===== config.mk =====
export PLATFORM = sky130hd
export DESIGN_NAME = address_calc_unit
export DESIGN_NICKNAME = d
export VERILOG_FILES = /design/src/hw/acu_pkg.sv /design/src/hw/address_calc_unit.sv
export VERILOG_INCLUDE_DIRS = /design/src /design/src/hw
export SDC_FILE = /design/constraint.sdc
export NUM_CORES = 2
export LEC_CHECK = 0
export CAP_MARGIN = 20
export CORE_MARGIN = 4
export CORE_UTILIZATION = 40
export DETAILED_ROUTE_END_ITERATION = 8
export DONT_BUFFER_PORTS = 1
export GPL_TIMING_DRIVEN = 0
export SYNTH_ARGS = -nofsm -noshare
export SYNTH_HDL_FRONTEND = slang
export SYNTH_SLANG_ARGS = --single-unit

===== constraint.sdc =====
create_clock -name clk -period 7.66 [get_ports clk]
set_input_delay 1.149 -clock clk [delete_from_list [all_inputs] [get_ports clk]]
set_output_delay 1.149 -clock clk [all_outputs]
set_load 0.05 [all_outputs]

===== src/hw/acu_cfg.svh =====
`ifndef ACU_CFG_SVH
`define ACU_CFG_SVH
`define ACU_AW 24
`define ACU_PAW 21
`define ACU_MW 16
`define ACU_NPTR 6
`define ACU_SEC_PTR 3
`define ACU_MOD_LINEAR 16'hFFFF
`define ACU_PERIPH_BASE_RST 24'h00_FFC0
`define ACU_PERIPH_RSV_FIRST 6'h34
`define ACU_STACK_RST 24'h00_0000
`define ACU_REG_WR 5'h00
`define ACU_REG_RD 5'h01
`define ACU_REG_SEL 5'h02
`define ACU_REG_SHD 5'h03
`define ACU_REG_BASE 5'h04
`define ACU_REG_STAT 5'h05
`endif


===== src/hw/acu_pkg.sv =====
`include "acu_cfg.svh"
package acu_pkg;
   typedef enum logic [1:0] {ACU_SZ_BYTE = 2'h0, ACU_SZ_WORD = 2'h1, ACU_SZ_LONG = 2'h2} acu_size_t;
   typedef enum logic [2:0] {ACU_EA_PLAIN = 3'h0, ACU_EA_POSTINC = 3'h1, ACU_EA_POSTDEC = 3'h2,
      ACU_EA_POSTN = 3'h3, ACU_EA_INDEXN = 3'h4, ACU_EA_PERIPH = 3'h5, ACU_EA_SHORT = 3'h6} acu_mode_t;
   // primary request: one per instruction cycle
   typedef struct packed {
      logic valid;
      logic toProgram;
      logic [2:0] reg_sel;
      acu_mode_t mode;
      acu_size_t size;
      logic useOffsetOnly;
      logic [5:0] shortAddr;
   } acu_preq_t;
   typedef struct packed {
      logic valid;
      logic postInc;
      logic useOffsetOnly;
   } acu_sreq_t;
   typedef struct packed {
      logic valid;
      logic [`ACU_AW-1:0] addr;
      acu_size_t size;
      logic periphReserved;
   } acu_bus_t;
   typedef struct packed {
      logic [`ACU_NPTR:0][`ACU_AW-1:0] gpr;
      logic [`ACU_MW-1:0] offsetOnly;
      logic [`ACU_MW-1:0] modifierSelect;
      logic [`ACU_AW-1:0] stackPointer;
   } acu_regs_t;
endpackage


===== src/hw/address_calc_unit.sv =====
// Behaviour
// - two address ALUs give up to two 24-bit addresses each cycle
// - data buses span 16M words, program bus 2M words
// - primary bus carries byte/word/long sizes; others words only
// - seven 24-bit general registers: six pointers plus one offset
// - secondary bus address always comes from pointer three
// - first offset also a pointer; 16-bit second offset only an offset
// - 16-bit modifier picks linear or modulo update arithmetic
// - base variant shadows four registers, extended variant nine
// - separate 24-bit stack pointer register
// - a 24-bit adder plus a separate 24-bit modulo unit
// - addresses computed in parallel with other units, no stall
// - peripheral short mode reaches relocatable 64-location window
// - top 12 window locations reserved for core configuration
// - short absolute mode reaches lowest 64 data locations
// - program bus addresses fetches; program writes use write data bus
// - second 16-bit read in parallel on secondary bus
//
// The placing of the registers and the strobed register port were chosen for this implementation.
`include "acu_cfg.svh"

module address_calc_unit
   import acu_pkg::*;
#(
   parameter bit EXTENDED = 1'b1
)
(
   input wire logic clk,
   input wire logic nrst,
   input wire logic clkEn,
   input wire acu_pkg::acu_preq_t primaryReq,
   input wire acu_pkg::acu_sreq_t secondaryReq,
   input wire logic shadowSwap,
   input wire logic spPush,
   input wire logic spPop,
   input wire logic [4:0] regAddr,
   input wire logic [23:0] regWdata,
   input wire logic regWr,
   input wire logic regRd,
   output acu_pkg::acu_bus_t primary_data_addr_bus,
   output acu_pkg::acu_bus_t program_addr_bus,
   output acu_pkg::acu_bus_t secondary_data_addr_bus,
   output logic programWrite,
   output logic [23:0] stack_pointer_reg,
   output logic [23:0] regRdata
);
   import acu_pkg::*;

   // ****************************************
   // state
   // ****************************************
   typedef struct packed {
      acu_regs_t r;
      acu_regs_t shd;
      logic [2:0] sel;
      logic [`ACU_AW-1:0] periphBase;
      acu_bus_t pri;
      acu_bus_t prg;
      acu_bus_t sec;
      logic prgWr;
      logic [`ACU_AW-1:0] rdata;
   } acu_state_t;

   acu_state_t s_q;
   acu_state_t s_d;

   // ****************************************
   // arithmetic
   // ****************************************
   // modulo update: wraps inside the aligned buffer of size mod+1
   function automatic logic [`ACU_AW-1:0] upd(input logic [`ACU_AW-1:0] base,
                                             input logic [`ACU_AW-1:0] step,
                                             input logic [`ACU_MW-1:0] mods);
      logic [`ACU_AW-1:0] sum;
      logic [`ACU_AW-1:0] lo;
      logic [`ACU_AW-1:0] msk;
      logic [`ACU_AW-1:0] ext;
      logic under;
      logic over;
      sum = base + step;
      msk = {8'h00, mods};
      ext = msk + 24'h00_0001;
      lo = (base & msk) + step;
      // leaving the buffer below wraps up by its size, leaving above wraps down
      under = step[`ACU_AW-1] && (lo[`ACU_AW-1] || ((base & msk) < (24'h00_0000 - step)));
      over = !step[`ACU_AW-1] && (lo > msk);
      if (mods == `ACU_MOD_LINEAR)
         upd = sum;
      else
      begin
         // modulo unit, valid for steps smaller than the buffer
         if (under)
            lo = lo + ext;
         else if (over)
            lo = lo - ext;
         upd = (base & ~msk) | (lo & msk);
      end
   endfunction

   function automatic logic [`ACU_AW-1:0] sz_step(input acu_size_t sz);
      sz_step = (sz == ACU_SZ_LONG) ? 24'h00_0002 : 24'h00_0001;
   endfunction

   function automatic logic [`ACU_AW-1:0] sx16(input logic [`ACU_MW-1:0] v);
      sx16 = {{8{v[`ACU_MW-1]}}, v};
   endfunction

   // ****************************************
   // register decode
   // ****************************************
   // select code 7 has no general register behind it: read as zero, not unknown
   function automatic logic [`ACU_AW-1:0] pick_gpr(input acu_regs_t regs,
                                                  input logic [2:0] idx);
      pick_gpr = '0;
      if (idx <= 3'(`ACU_NPTR))
         pick_gpr = regs.gpr[idx];
   endfunction

   // select code 7 reaches the 16-bit offset-only register
   function automatic logic [`ACU_AW-1:0] sel_read(input acu_regs_t regs,
                                                  input logic [2:0] idx);
      sel_read = (idx == 3'h7) ? {8'h00, regs.offsetOnly} : pick_gpr(regs, idx);
   endfunction

   // core configuration slots sit at the top of the window
   function automatic logic rsv_slot(input logic [`ACU_AW-1:0] addr,
                                     input logic [`ACU_AW-1:0] base);
      logic [5:0] slot;
      slot = addr[5:0] - base[5:0];
      rsv_slot = (addr[`ACU_AW-1:6] == base[`ACU_AW-1:6]) && (slot >= `ACU_PERIPH_RSV_FIRST);
   endfunction

   always_comb
   begin
      logic [`ACU_AW-1:0] ptr;
      logic [`ACU_AW-1:0] off;
      logic [`ACU_AW-1:0] ea;
      logic [`ACU_AW-1:0] nxt;
      logic [`ACU_AW-1:0] sptr;
      logic [`ACU_AW-1:0] sstep;
      ptr = '0;
      off = '0;
      ea = '0;
      nxt = '0;
      sptr = '0;
      sstep = '0;
      s_d = s_q;
      s_d.pri.valid = 1'b0;
      s_d.prg.valid = 1'b0;
      s_d.sec.valid = 1'b0;
      s_d.prgWr = 1'b0;

      // ****************************************
      // primary or program address ALU
      // ****************************************
      ptr = pick_gpr(s_q.r, primaryReq.reg_sel);
      off = primaryReq.useOffsetOnly ? sx16(s_q.r.offsetOnly) : s_q.r.gpr[`ACU_NPTR];
      ea = ptr;
      nxt = ptr;
      unique case (primaryReq.mode)
         ACU_EA_PLAIN: ea = ptr;
         ACU_EA_POSTINC: nxt = upd(ptr, sz_step(primaryReq.size), s_q.r.modifierSelect);
         ACU_EA_POSTDEC: nxt = upd(ptr, 24'h00_0000 - sz_step(primaryReq.size), s_q.r.modifierSelect);
         ACU_EA_POSTN: nxt = upd(ptr, off, s_q.r.modifierSelect);
         ACU_EA_INDEXN: ea = upd(ptr, off, s_q.r.modifierSelect);
         ACU_EA_PERIPH: ea = s_q.periphBase | {18'h0_0000, primaryReq.shortAddr};
         ACU_EA_SHORT: ea = {18'h0_0000, primaryReq.shortAddr};
         default: ea = ptr;
      endcase
      if (primaryReq.valid)
      begin
         if (primaryReq.toProgram)
         begin
            // program side is word only, 21 address bits
            s_d.prg.valid = 1'b1;
            s_d.prg.addr = {3'h0, ea[`ACU_PAW-1:0]};
            s_d.prg.size = ACU_SZ_WORD;
            s_d.prg.periphReserved = 1'b0;
            s_d.prgWr = regWr;
         end
         else
         begin
            s_d.pri.valid = 1'b1;
            s_d.pri.addr = ea;
            s_d.pri.size = primaryReq.size;
            s_d.pri.periphReserved = rsv_slot(ea, s_q.periphBase);
         end
         if ((primaryReq.mode inside {ACU_EA_POSTINC, ACU_EA_POSTDEC, ACU_EA_POSTN})
             && (primaryReq.reg_sel <= 3'(`ACU_NPTR)))
            s_d.r.gpr[primaryReq.reg_sel] = nxt;
      end

      // ****************************************
      // secondary address ALU, in parallel
      // ****************************************
      sptr = s_q.r.gpr[`ACU_SEC_PTR];
      if (secondaryReq.valid)
      begin
         s_d.sec.valid = 1'b1;
         s_d.sec.addr = sptr;
         s_d.sec.size = ACU_SZ_WORD;
         s_d.sec.periphReserved = 1'b0;
         // second ALU runs beside the first; assigned after it, it wins over the first ALU on pointer three (register port and extended-variant swap override)
         sstep = secondaryReq.postInc ? 24'h00_0001 : sx16(s_q.r.offsetOnly);
         s_d.r.gpr[`ACU_SEC_PTR] = upd(sptr, sstep, s_q.r.modifierSelect);
      end

      // ****************************************
      // stack pointer
      // ****************************************
      if (spPush && !spPop)
         s_d.r.stackPointer = s_q.r.stackPointer + 24'h00_0001;
      else if (spPop && !spPush)
         s_d.r.stackPointer = s_q.r.stackPointer - 24'h00_0001;

      // ****************************************
      // register port
      // ****************************************
      if (regWr)
      begin
         unique case (regAddr)
            `ACU_REG_SEL: s_d.sel = regWdata[2:0];
            `ACU_REG_BASE: s_d.periphBase = {regWdata[`ACU_AW-1:6], 6'h00};
            `ACU_REG_WR:
               unique case (s_q.sel)
                  3'h7: s_d.r.offsetOnly = regWdata[`ACU_MW-1:0];
                  default:
                     if (s_q.sel == 3'h6 && regWdata[23])
                        s_d.r.modifierSelect = regWdata[`ACU_MW-1:0];
                     else
                        s_d.r.gpr[s_q.sel] = regWdata;
               endcase
            `ACU_REG_SHD: s_d.r.stackPointer = regWdata;
            default: ;
         endcase
      end

      // ****************************************
      // shadow swap
      // ****************************************
      // fast interrupt swap: base variant keeps only first two pointers, offset, modifier
      if (shadowSwap)
      begin
         s_d.r.modifierSelect = s_q.shd.modifierSelect;
         s_d.shd.modifierSelect = s_q.r.modifierSelect;
         s_d.r.gpr[`ACU_NPTR] = s_q.shd.gpr[`ACU_NPTR];
         s_d.shd.gpr[`ACU_NPTR] = s_q.r.gpr[`ACU_NPTR];
         for (int i = 0; i < `ACU_NPTR; i++)
            if (EXTENDED || i < 2)
            begin
               s_d.r.gpr[i] = s_q.shd.gpr[i];
               s_d.shd.gpr[i] = s_q.r.gpr[i];
            end
         if (EXTENDED)
         begin
            s_d.r.offsetOnly = s_q.shd.offsetOnly;
            s_d.shd.offsetOnly = s_q.r.offsetOnly;
         end
      end

      // ****************************************
      // read data
      // ****************************************
      s_d.rdata = '0;
      if (regRd)
      begin
         unique case (regAddr)
            `ACU_REG_RD: s_d.rdata = sel_read(s_q.r, s_q.sel);
            `ACU_REG_SEL: s_d.rdata = {21'h00_0000, s_q.sel};
            `ACU_REG_SHD: s_d.rdata = s_q.r.stackPointer;
            `ACU_REG_BASE: s_d.rdata = s_q.periphBase;
            `ACU_REG_STAT: s_d.rdata = {8'h00, s_q.r.modifierSelect};
            default: s_d.rdata = '0;
         endcase
      end
   end

   // ****************************************
   // registers
   // ****************************************
   always_ff @(posedge clk or negedge nrst)
   begin
      if (!nrst)
      begin
         s_q <= '0;
         s_q.r.modifierSelect <= `ACU_MOD_LINEAR;
         s_q.shd.modifierSelect <= `ACU_MOD_LINEAR;
         s_q.r.stackPointer <= `ACU_STACK_RST;
         s_q.periphBase <= `ACU_PERIPH_BASE_RST;
      end
      else if (clkEn)
         s_q <= s_d;
   end

   // ****************************************
   // outputs
   // ****************************************
   assign primary_data_addr_bus = s_q.pri;
   assign program_addr_bus = s_q.prg;
   assign secondary_data_addr_bus = s_q.sec;
   assign programWrite = s_q.prgWr;
   assign stack_pointer_reg = s_q.r.stackPointer;
   assign regRdata = s_q.rdata;
endmodule


==> run_summary.xml <==
<?xml version="1.0" encoding="UTF-8"?>
<metrics>
  <group name="grt">
    <metric name="antenna_found_initial" unit="">30</metric>
    <metric name="maximum_number_of_pins_on_one_net_before_global_route_repair" unit="">548</metric>
    <metric name="first_global_vias" unit="">49000</metric>
    <metric name="grt_usage" unit="%">45.2</metric>
    <metric name="grt_overflow" unit="">0</metric>
    <metric name="grt_first_pass_wirelength" unit="um">397000</metric>
  </group>
  <group name="synth">
    <metric name="async_flop_share" unit="%">100</metric>
    <metric name="synth_enable_flop_cells" unit="">0</metric>
    <metric name="synth_compound_area_share" unit="%">25.9</metric>
    <metric name="synth.largest_area_cell" unit="">sky130_fd_sc_hd__dfrtp_1</metric>
    <metric name="syn_area_per_cell" unit="um^2">8.23</metric>
    <metric name="synth.yosys.seq_area_share" unit="%">29.0</metric>
    <metric name="dominant_combinational_cell_family_by_area_after_synthesis" unit="">compound AO/OA/AOI/OAI gates</metric>
    <metric name="synth_simple_gate_area_share" unit="%">16.8</metric>
    <metric name="post_synth_mux_area_share" unit="%">9.62</metric>
    <metric name="yosys-top-cells-count" unit="">sky130_fd_sc_hd__nand2_1 (596), sky130_fd_sc_hd__dfrtp_1 (505), sky130_fd_sc_hd__o21ai_0 (497)</metric>
    <metric name="netlist_instances" unit="">5761</metric>
    <metric name="yosys.area_share.adder" unit="%">7.22</metric>
    <metric name="post-synth-top-area-fraction" unit="%">26.7</metric>
    <metric name="post_synth_instance_area" unit="mm^2">0.0474</metric>
    <metric name="synthTopCellsByArea" unit="">sky130_fd_sc_hd__dfrtp_1 (27%), sky130_fd_sc_hd__ha_1 (6.7%), sky130_fd_sc_hd__mux2_2 (6.7%)</metric>
    <metric name="cell_with_the_most_instances_after_synthesis" unit="">sky130_fd_sc_hd__nand2_1</metric>
    <metric name="postSynthRegisterBits" unit="">547</metric>
    <metric name="synth.yosys.warnings" unit="">0</metric>
    <metric name="synthXorXnorAreaFrac" unit="%">4.05</metric>
    <metric name="synth_top_flop_cell" unit="">sky130_fd_sc_hd__dfrtp_1</metric>
    <metric name="synthDistinctLibCells" unit="">130</metric>
  </group>
  <group name="worst_setup_path">
    <metric name="crit_path_top_delay_cell" unit="">sky130_fd_sc_hd__a2111oi_4</metric>
    <metric name="critPathCaptureType" unit="">flop</metric>
    <metric name="most_repeated_library_cell_on_the_critical_path" unit="">sky130_fd_sc_hd__buf_12</metric>
    <metric name="r2r_end" unit="">s_q[494]</metric>
    <metric name="r2r_slack" unit="ns">-0.17</metric>
    <metric name="worstPathBufferInverterCount" unit="">11</metric>
    <metric name="critical_path.startpoint_type" unit="">primary input</metric>
    <metric name="crit_type" unit="">primary input to flop</metric>
    <metric name="critical_path_peak_fanout" unit="">10</metric>
    <metric name="critPathTopFamily" unit="">compound AO/OA/AOI/OAI gates</metric>
    <metric name="timing.rr.start" unit="">s_q[497]</metric>
    <metric name="arrival" unit="ns">8.53</metric>
    <metric name="timing.critical_path.required" unit="ns">8.22</metric>
    <metric name="ff2ff_path_depth" unit="">31</metric>
    <metric name="timing.critical_path.slowest_cell_delay" unit="ns">0.65</metric>
  </group>
  <group name="die">
    <metric name="fp.dieArea" unit="mm^2">0.124</metric>
    <metric name="core_region_area" unit="mm^2">0.118</metric>
    <metric name="dieHeight" unit="um">352</metric>
    <metric name="initial_core_util" unit="%">40.2</metric>
    <metric name="rows" unit="">126</metric>
    <metric name="die_width" unit="um">352</metric>
    <metric name="num_io_pins" unit="">190</metric>
  </group>
  <group name="sta">
    <metric name="fin_worst_hold_slack" unit="ns">0.179</metric>
    <metric name="maxClockFrequency" unit="MHz">125</metric>
    <metric name="final_hold_viol_count" unit="">0</metric>
    <metric name="worst_slack" unit="ns">-0.312</metric>
    <metric name="slew_viol_final" unit="">180</metric>
    <metric name="final.min_clock_period" unit="ns">7.97</metric>
    <metric name="worst_slew_pin_slew" unit="ns">2.01</metric>
    <metric name="rsz0062_at_grt" unit="">true</metric>
    <metric name="max_slew_margin" unit="%">-33.8</metric>
    <metric name="layout_worst_path_cycle_share" unit="%">104</metric>
    <metric name="skew" unit="ns">0.0539</metric>
    <metric name="finalSetupViolations" unit="">90</metric>
  </group>
  <group name="clock_network">
    <metric name="max-clock-path-buffers" unit="">3</metric>
    <metric name="clockRootBuffer" unit="">sky130_fd_sc_hd__clkbuf_16</metric>
    <metric name="cts.sinks" unit="">547</metric>
    <metric name="cts.hold.buffers_added" unit="">0</metric>
    <metric name="clk_pin_slew" unit="ns">0.06</metric>
    <metric name="cts_inserted_buffers" unit="">69</metric>
    <metric name="cts_tree" unit="">built</metric>
    <metric name="worstSkewPairLatency" unit="ns">0.69</metric>
    <metric name="cts_max_level" unit="">3</metric>
  </group>
  <group name="route">
    <metric name="drc" unit="">0</metric>
    <metric name="detailroute.wirelength.met2" unit="um">123000</metric>
    <metric name="detailedRoute.firstIterationViolations" unit="">7274</metric>
    <metric name="wl_per_cell" unit="um">38.3</metric>
    <metric name="drtPass1Iterations" unit="">6</metric>
    <metric name="routed_wl" unit="um">293000</metric>
    <metric name="detail-route-antenna-nets" unit="">0</metric>
    <metric name="detail_route.vias_per_cell" unit="">6.78</metric>
    <metric name="wl_met3" unit="um">31200</metric>
    <metric name="via_count" unit="">51800</metric>
    <metric name="routedLengthMet1" unit="um">109000</metric>
    <metric name="top_layer_used" unit="">met5</metric>
  </group>
  <group name="cells_and_area">
    <metric name="finalInstanceArea" unit="mm^2">0.0566</metric>
    <metric name="largest_register_ffs" unit="">421</metric>
    <metric name="register_area" unit="mm^2">0.0137</metric>
    <metric name="final_layout_size_suffix_gt1_share" unit="%">20.0</metric>
    <metric name="multi_input_comb_area" unit="mm^2">0.0322</metric>
    <metric name="registers.top_by_ff_count" unit="">s_q</metric>
    <metric name="instances_no_fill" unit="">7648</metric>
    <metric name="utilization" unit="%">48.0</metric>
    <metric name="synthesis_to_layout_area_growth" unit="%">19.3</metric>
    <metric name="n_fill_cell" unit="">11700</metric>
    <metric name="finish.net_count" unit="">6359</metric>
  </group>
  <group name="pwr">
    <metric name="p_leak" unit="nW">23.5</metric>
    <metric name="power.ir.vdd_worst" unit="V">0.000176</metric>
    <metric name="power_density" unit="mW/mm^2">310</metric>
  </group>
  <group name="worst_hold_path">
    <metric name="holdCritPathClass" unit="">primary input to asynchronous set/reset pin</metric>
  </group>
  <group name="place">
    <metric name="dpl-instance-area" unit="mm^2">0.0503</metric>
    <metric name="dp.final_hpwl" unit="um">227000</metric>
    <metric name="port_buffers" unit="">0</metric>
    <metric name="place.detailed.instances" unit="">7363</metric>
    <metric name="gp_routability_congestion" unit="">1.09</metric>
  </group>
  <group name="job">
    <metric name="max_cap_viol_count" unit="">0</metric>
  </group>
  <group name="run_status">
    <metric name="failed_checks" unit="">slew limit, setup timing</metric>
    <metric name="run_status" unit="">finished, violations left</metric>
  </group>
</metrics>
[worst max-delay path by stage]
stage | start | endpoint | slack (ns) | depth (start not counted)
after floorplan | primaryReq[13] | s_q[491] | 0.02 | 33
after global placement | primaryReq[12] | s_q[431] | -4.53 | 31
after detailed placement | primaryReq[14] | s_q[479] | -3.72 | 38
after CTS | primaryReq[14] | primary_data_addr_bus[0] | -0.11 | 35
after global routing | primaryReq[13] | s_q[494] | -0.27 | 37
final | primaryReq[14] | s_q[494] | -0.31 | 32
[power breakdown]
group,leakage [nW],switching (mW),internal (mW),total [mW]
Sequential,6.75,0.899,3.52,4.41
Combinational,15.5,6.02,3.43,9.45
Clock,1.21,1.49,2.15,3.65
[layout by cell type, fill, tap and decap left out, types with 36 or more instances in the layout]
master                      Yosys  layout
sky130_fd_sc_hd__ha_1         255     240
sky130_fd_sc_hd__dfstp_2       42      42
sky130_fd_sc_hd__xnor2_1      164     152
sky130_fd_sc_hd__clkbuf_16      0      72
sky130_fd_sc_hd__nor4_1        44      37
sky130_fd_sc_hd__mux2_2       280     274
sky130_fd_sc_hd__a21o_1        75      73
sky130_fd_sc_hd__a31oi_1       54      51
sky130_fd_sc_hd__nor3_1        84      77
sky130_fd_sc_hd__buf_8          0      41
sky130_fd_sc_hd__o22ai_1       94      90
sky130_fd_sc_hd__nand4_1       47      47
sky130_fd_sc_hd__inv_1        228     227
sky130_fd_sc_hd__buf_4        135     239
sky130_fd_sc_hd__clkbuf_1     322     310
sky130_fd_sc_hd__mux2i_1       75      71
sky130_fd_sc_hd__a21oi_1      438     418
sky130_fd_sc_hd__o21ai_0      497     445
sky130_fd_sc_hd__buf_6         13      39
sky130_fd_sc_hd__o211ai_1      59      59
sky130_fd_sc_hd__o21ai_1       23      47
sky130_fd_sc_hd__o21a_1        45      43
sky130_fd_sc_hd__nand2_1      596     580
sky130_fd_sc_hd__dfrtp_1      505     505
sky130_fd_sc_hd__a22oi_1      120     116
sky130_fd_sc_hd__nand3_1      117     111
sky130_fd_sc_hd__nor2_1       460     441
sky130_fd_sc_hd__xor2_1        55      52
sky130_fd_sc_hd__and2_1        41      36
sky130_fd_sc_hd__nor2b_1       88      87
sky130_fd_sc_hd__nand2b_1      45      44
sky130_fd_sc_hd__a211oi_1      52      40
[cell type report]
cell class,count,area share (%)
Antenna cell,23,0.102
Buffer,523,4.99
Clock buffer,93,3.51
Clock inverter,31,0.900
Inverter,243,1.64
Multi-Input combinational cell,4445,56.9
Sequential cell,547,24.3
Tap cell,1536,3.40
Timing Repair Buffer,207,4.24
[timing repair]
| item | in CTS | in global routing |
|---|---|---|
| buffers inserted | 83 | 52 |
| cloned | 2 | 0 |
| pin swaps | 62 | 158 |
| gates resized for setup | 227 | 249 |
| endpoints found under the setup margin | 162 | 153 |
[stage by stage]
step	total power [mW]	TNS, ns	worst slack (ns)
after floorplan	9.39	0	0.0185
after global placement	12.3	-563.56	-4.53
after detailed placement	12.5	-445.68	-3.72
after CTS	16.7	-0.415	-0.109
after global routing	18.0	-9.53	-0.266
final	17.5	-10.05	-0.312
[kinds of logic after synthesis]
logic type,count (synthesis)
AO/OA/AOI/OAI,1872
XOR/XNOR,219
adder cells (fa/ha/maj),267
buffers and inverters,775
flip-flops,547
multiplexers,385
other,1
AND/OR/NAND/NOR,1695
[layer usage]
layer	up-vias	global-route usage, %
met5	-	0.462
met4	6	36.7
met3	1155	11.6
met2	3720	67.3
met1	25500	55.2
li1	21500	-
Power figures use the tool's default switching activity.
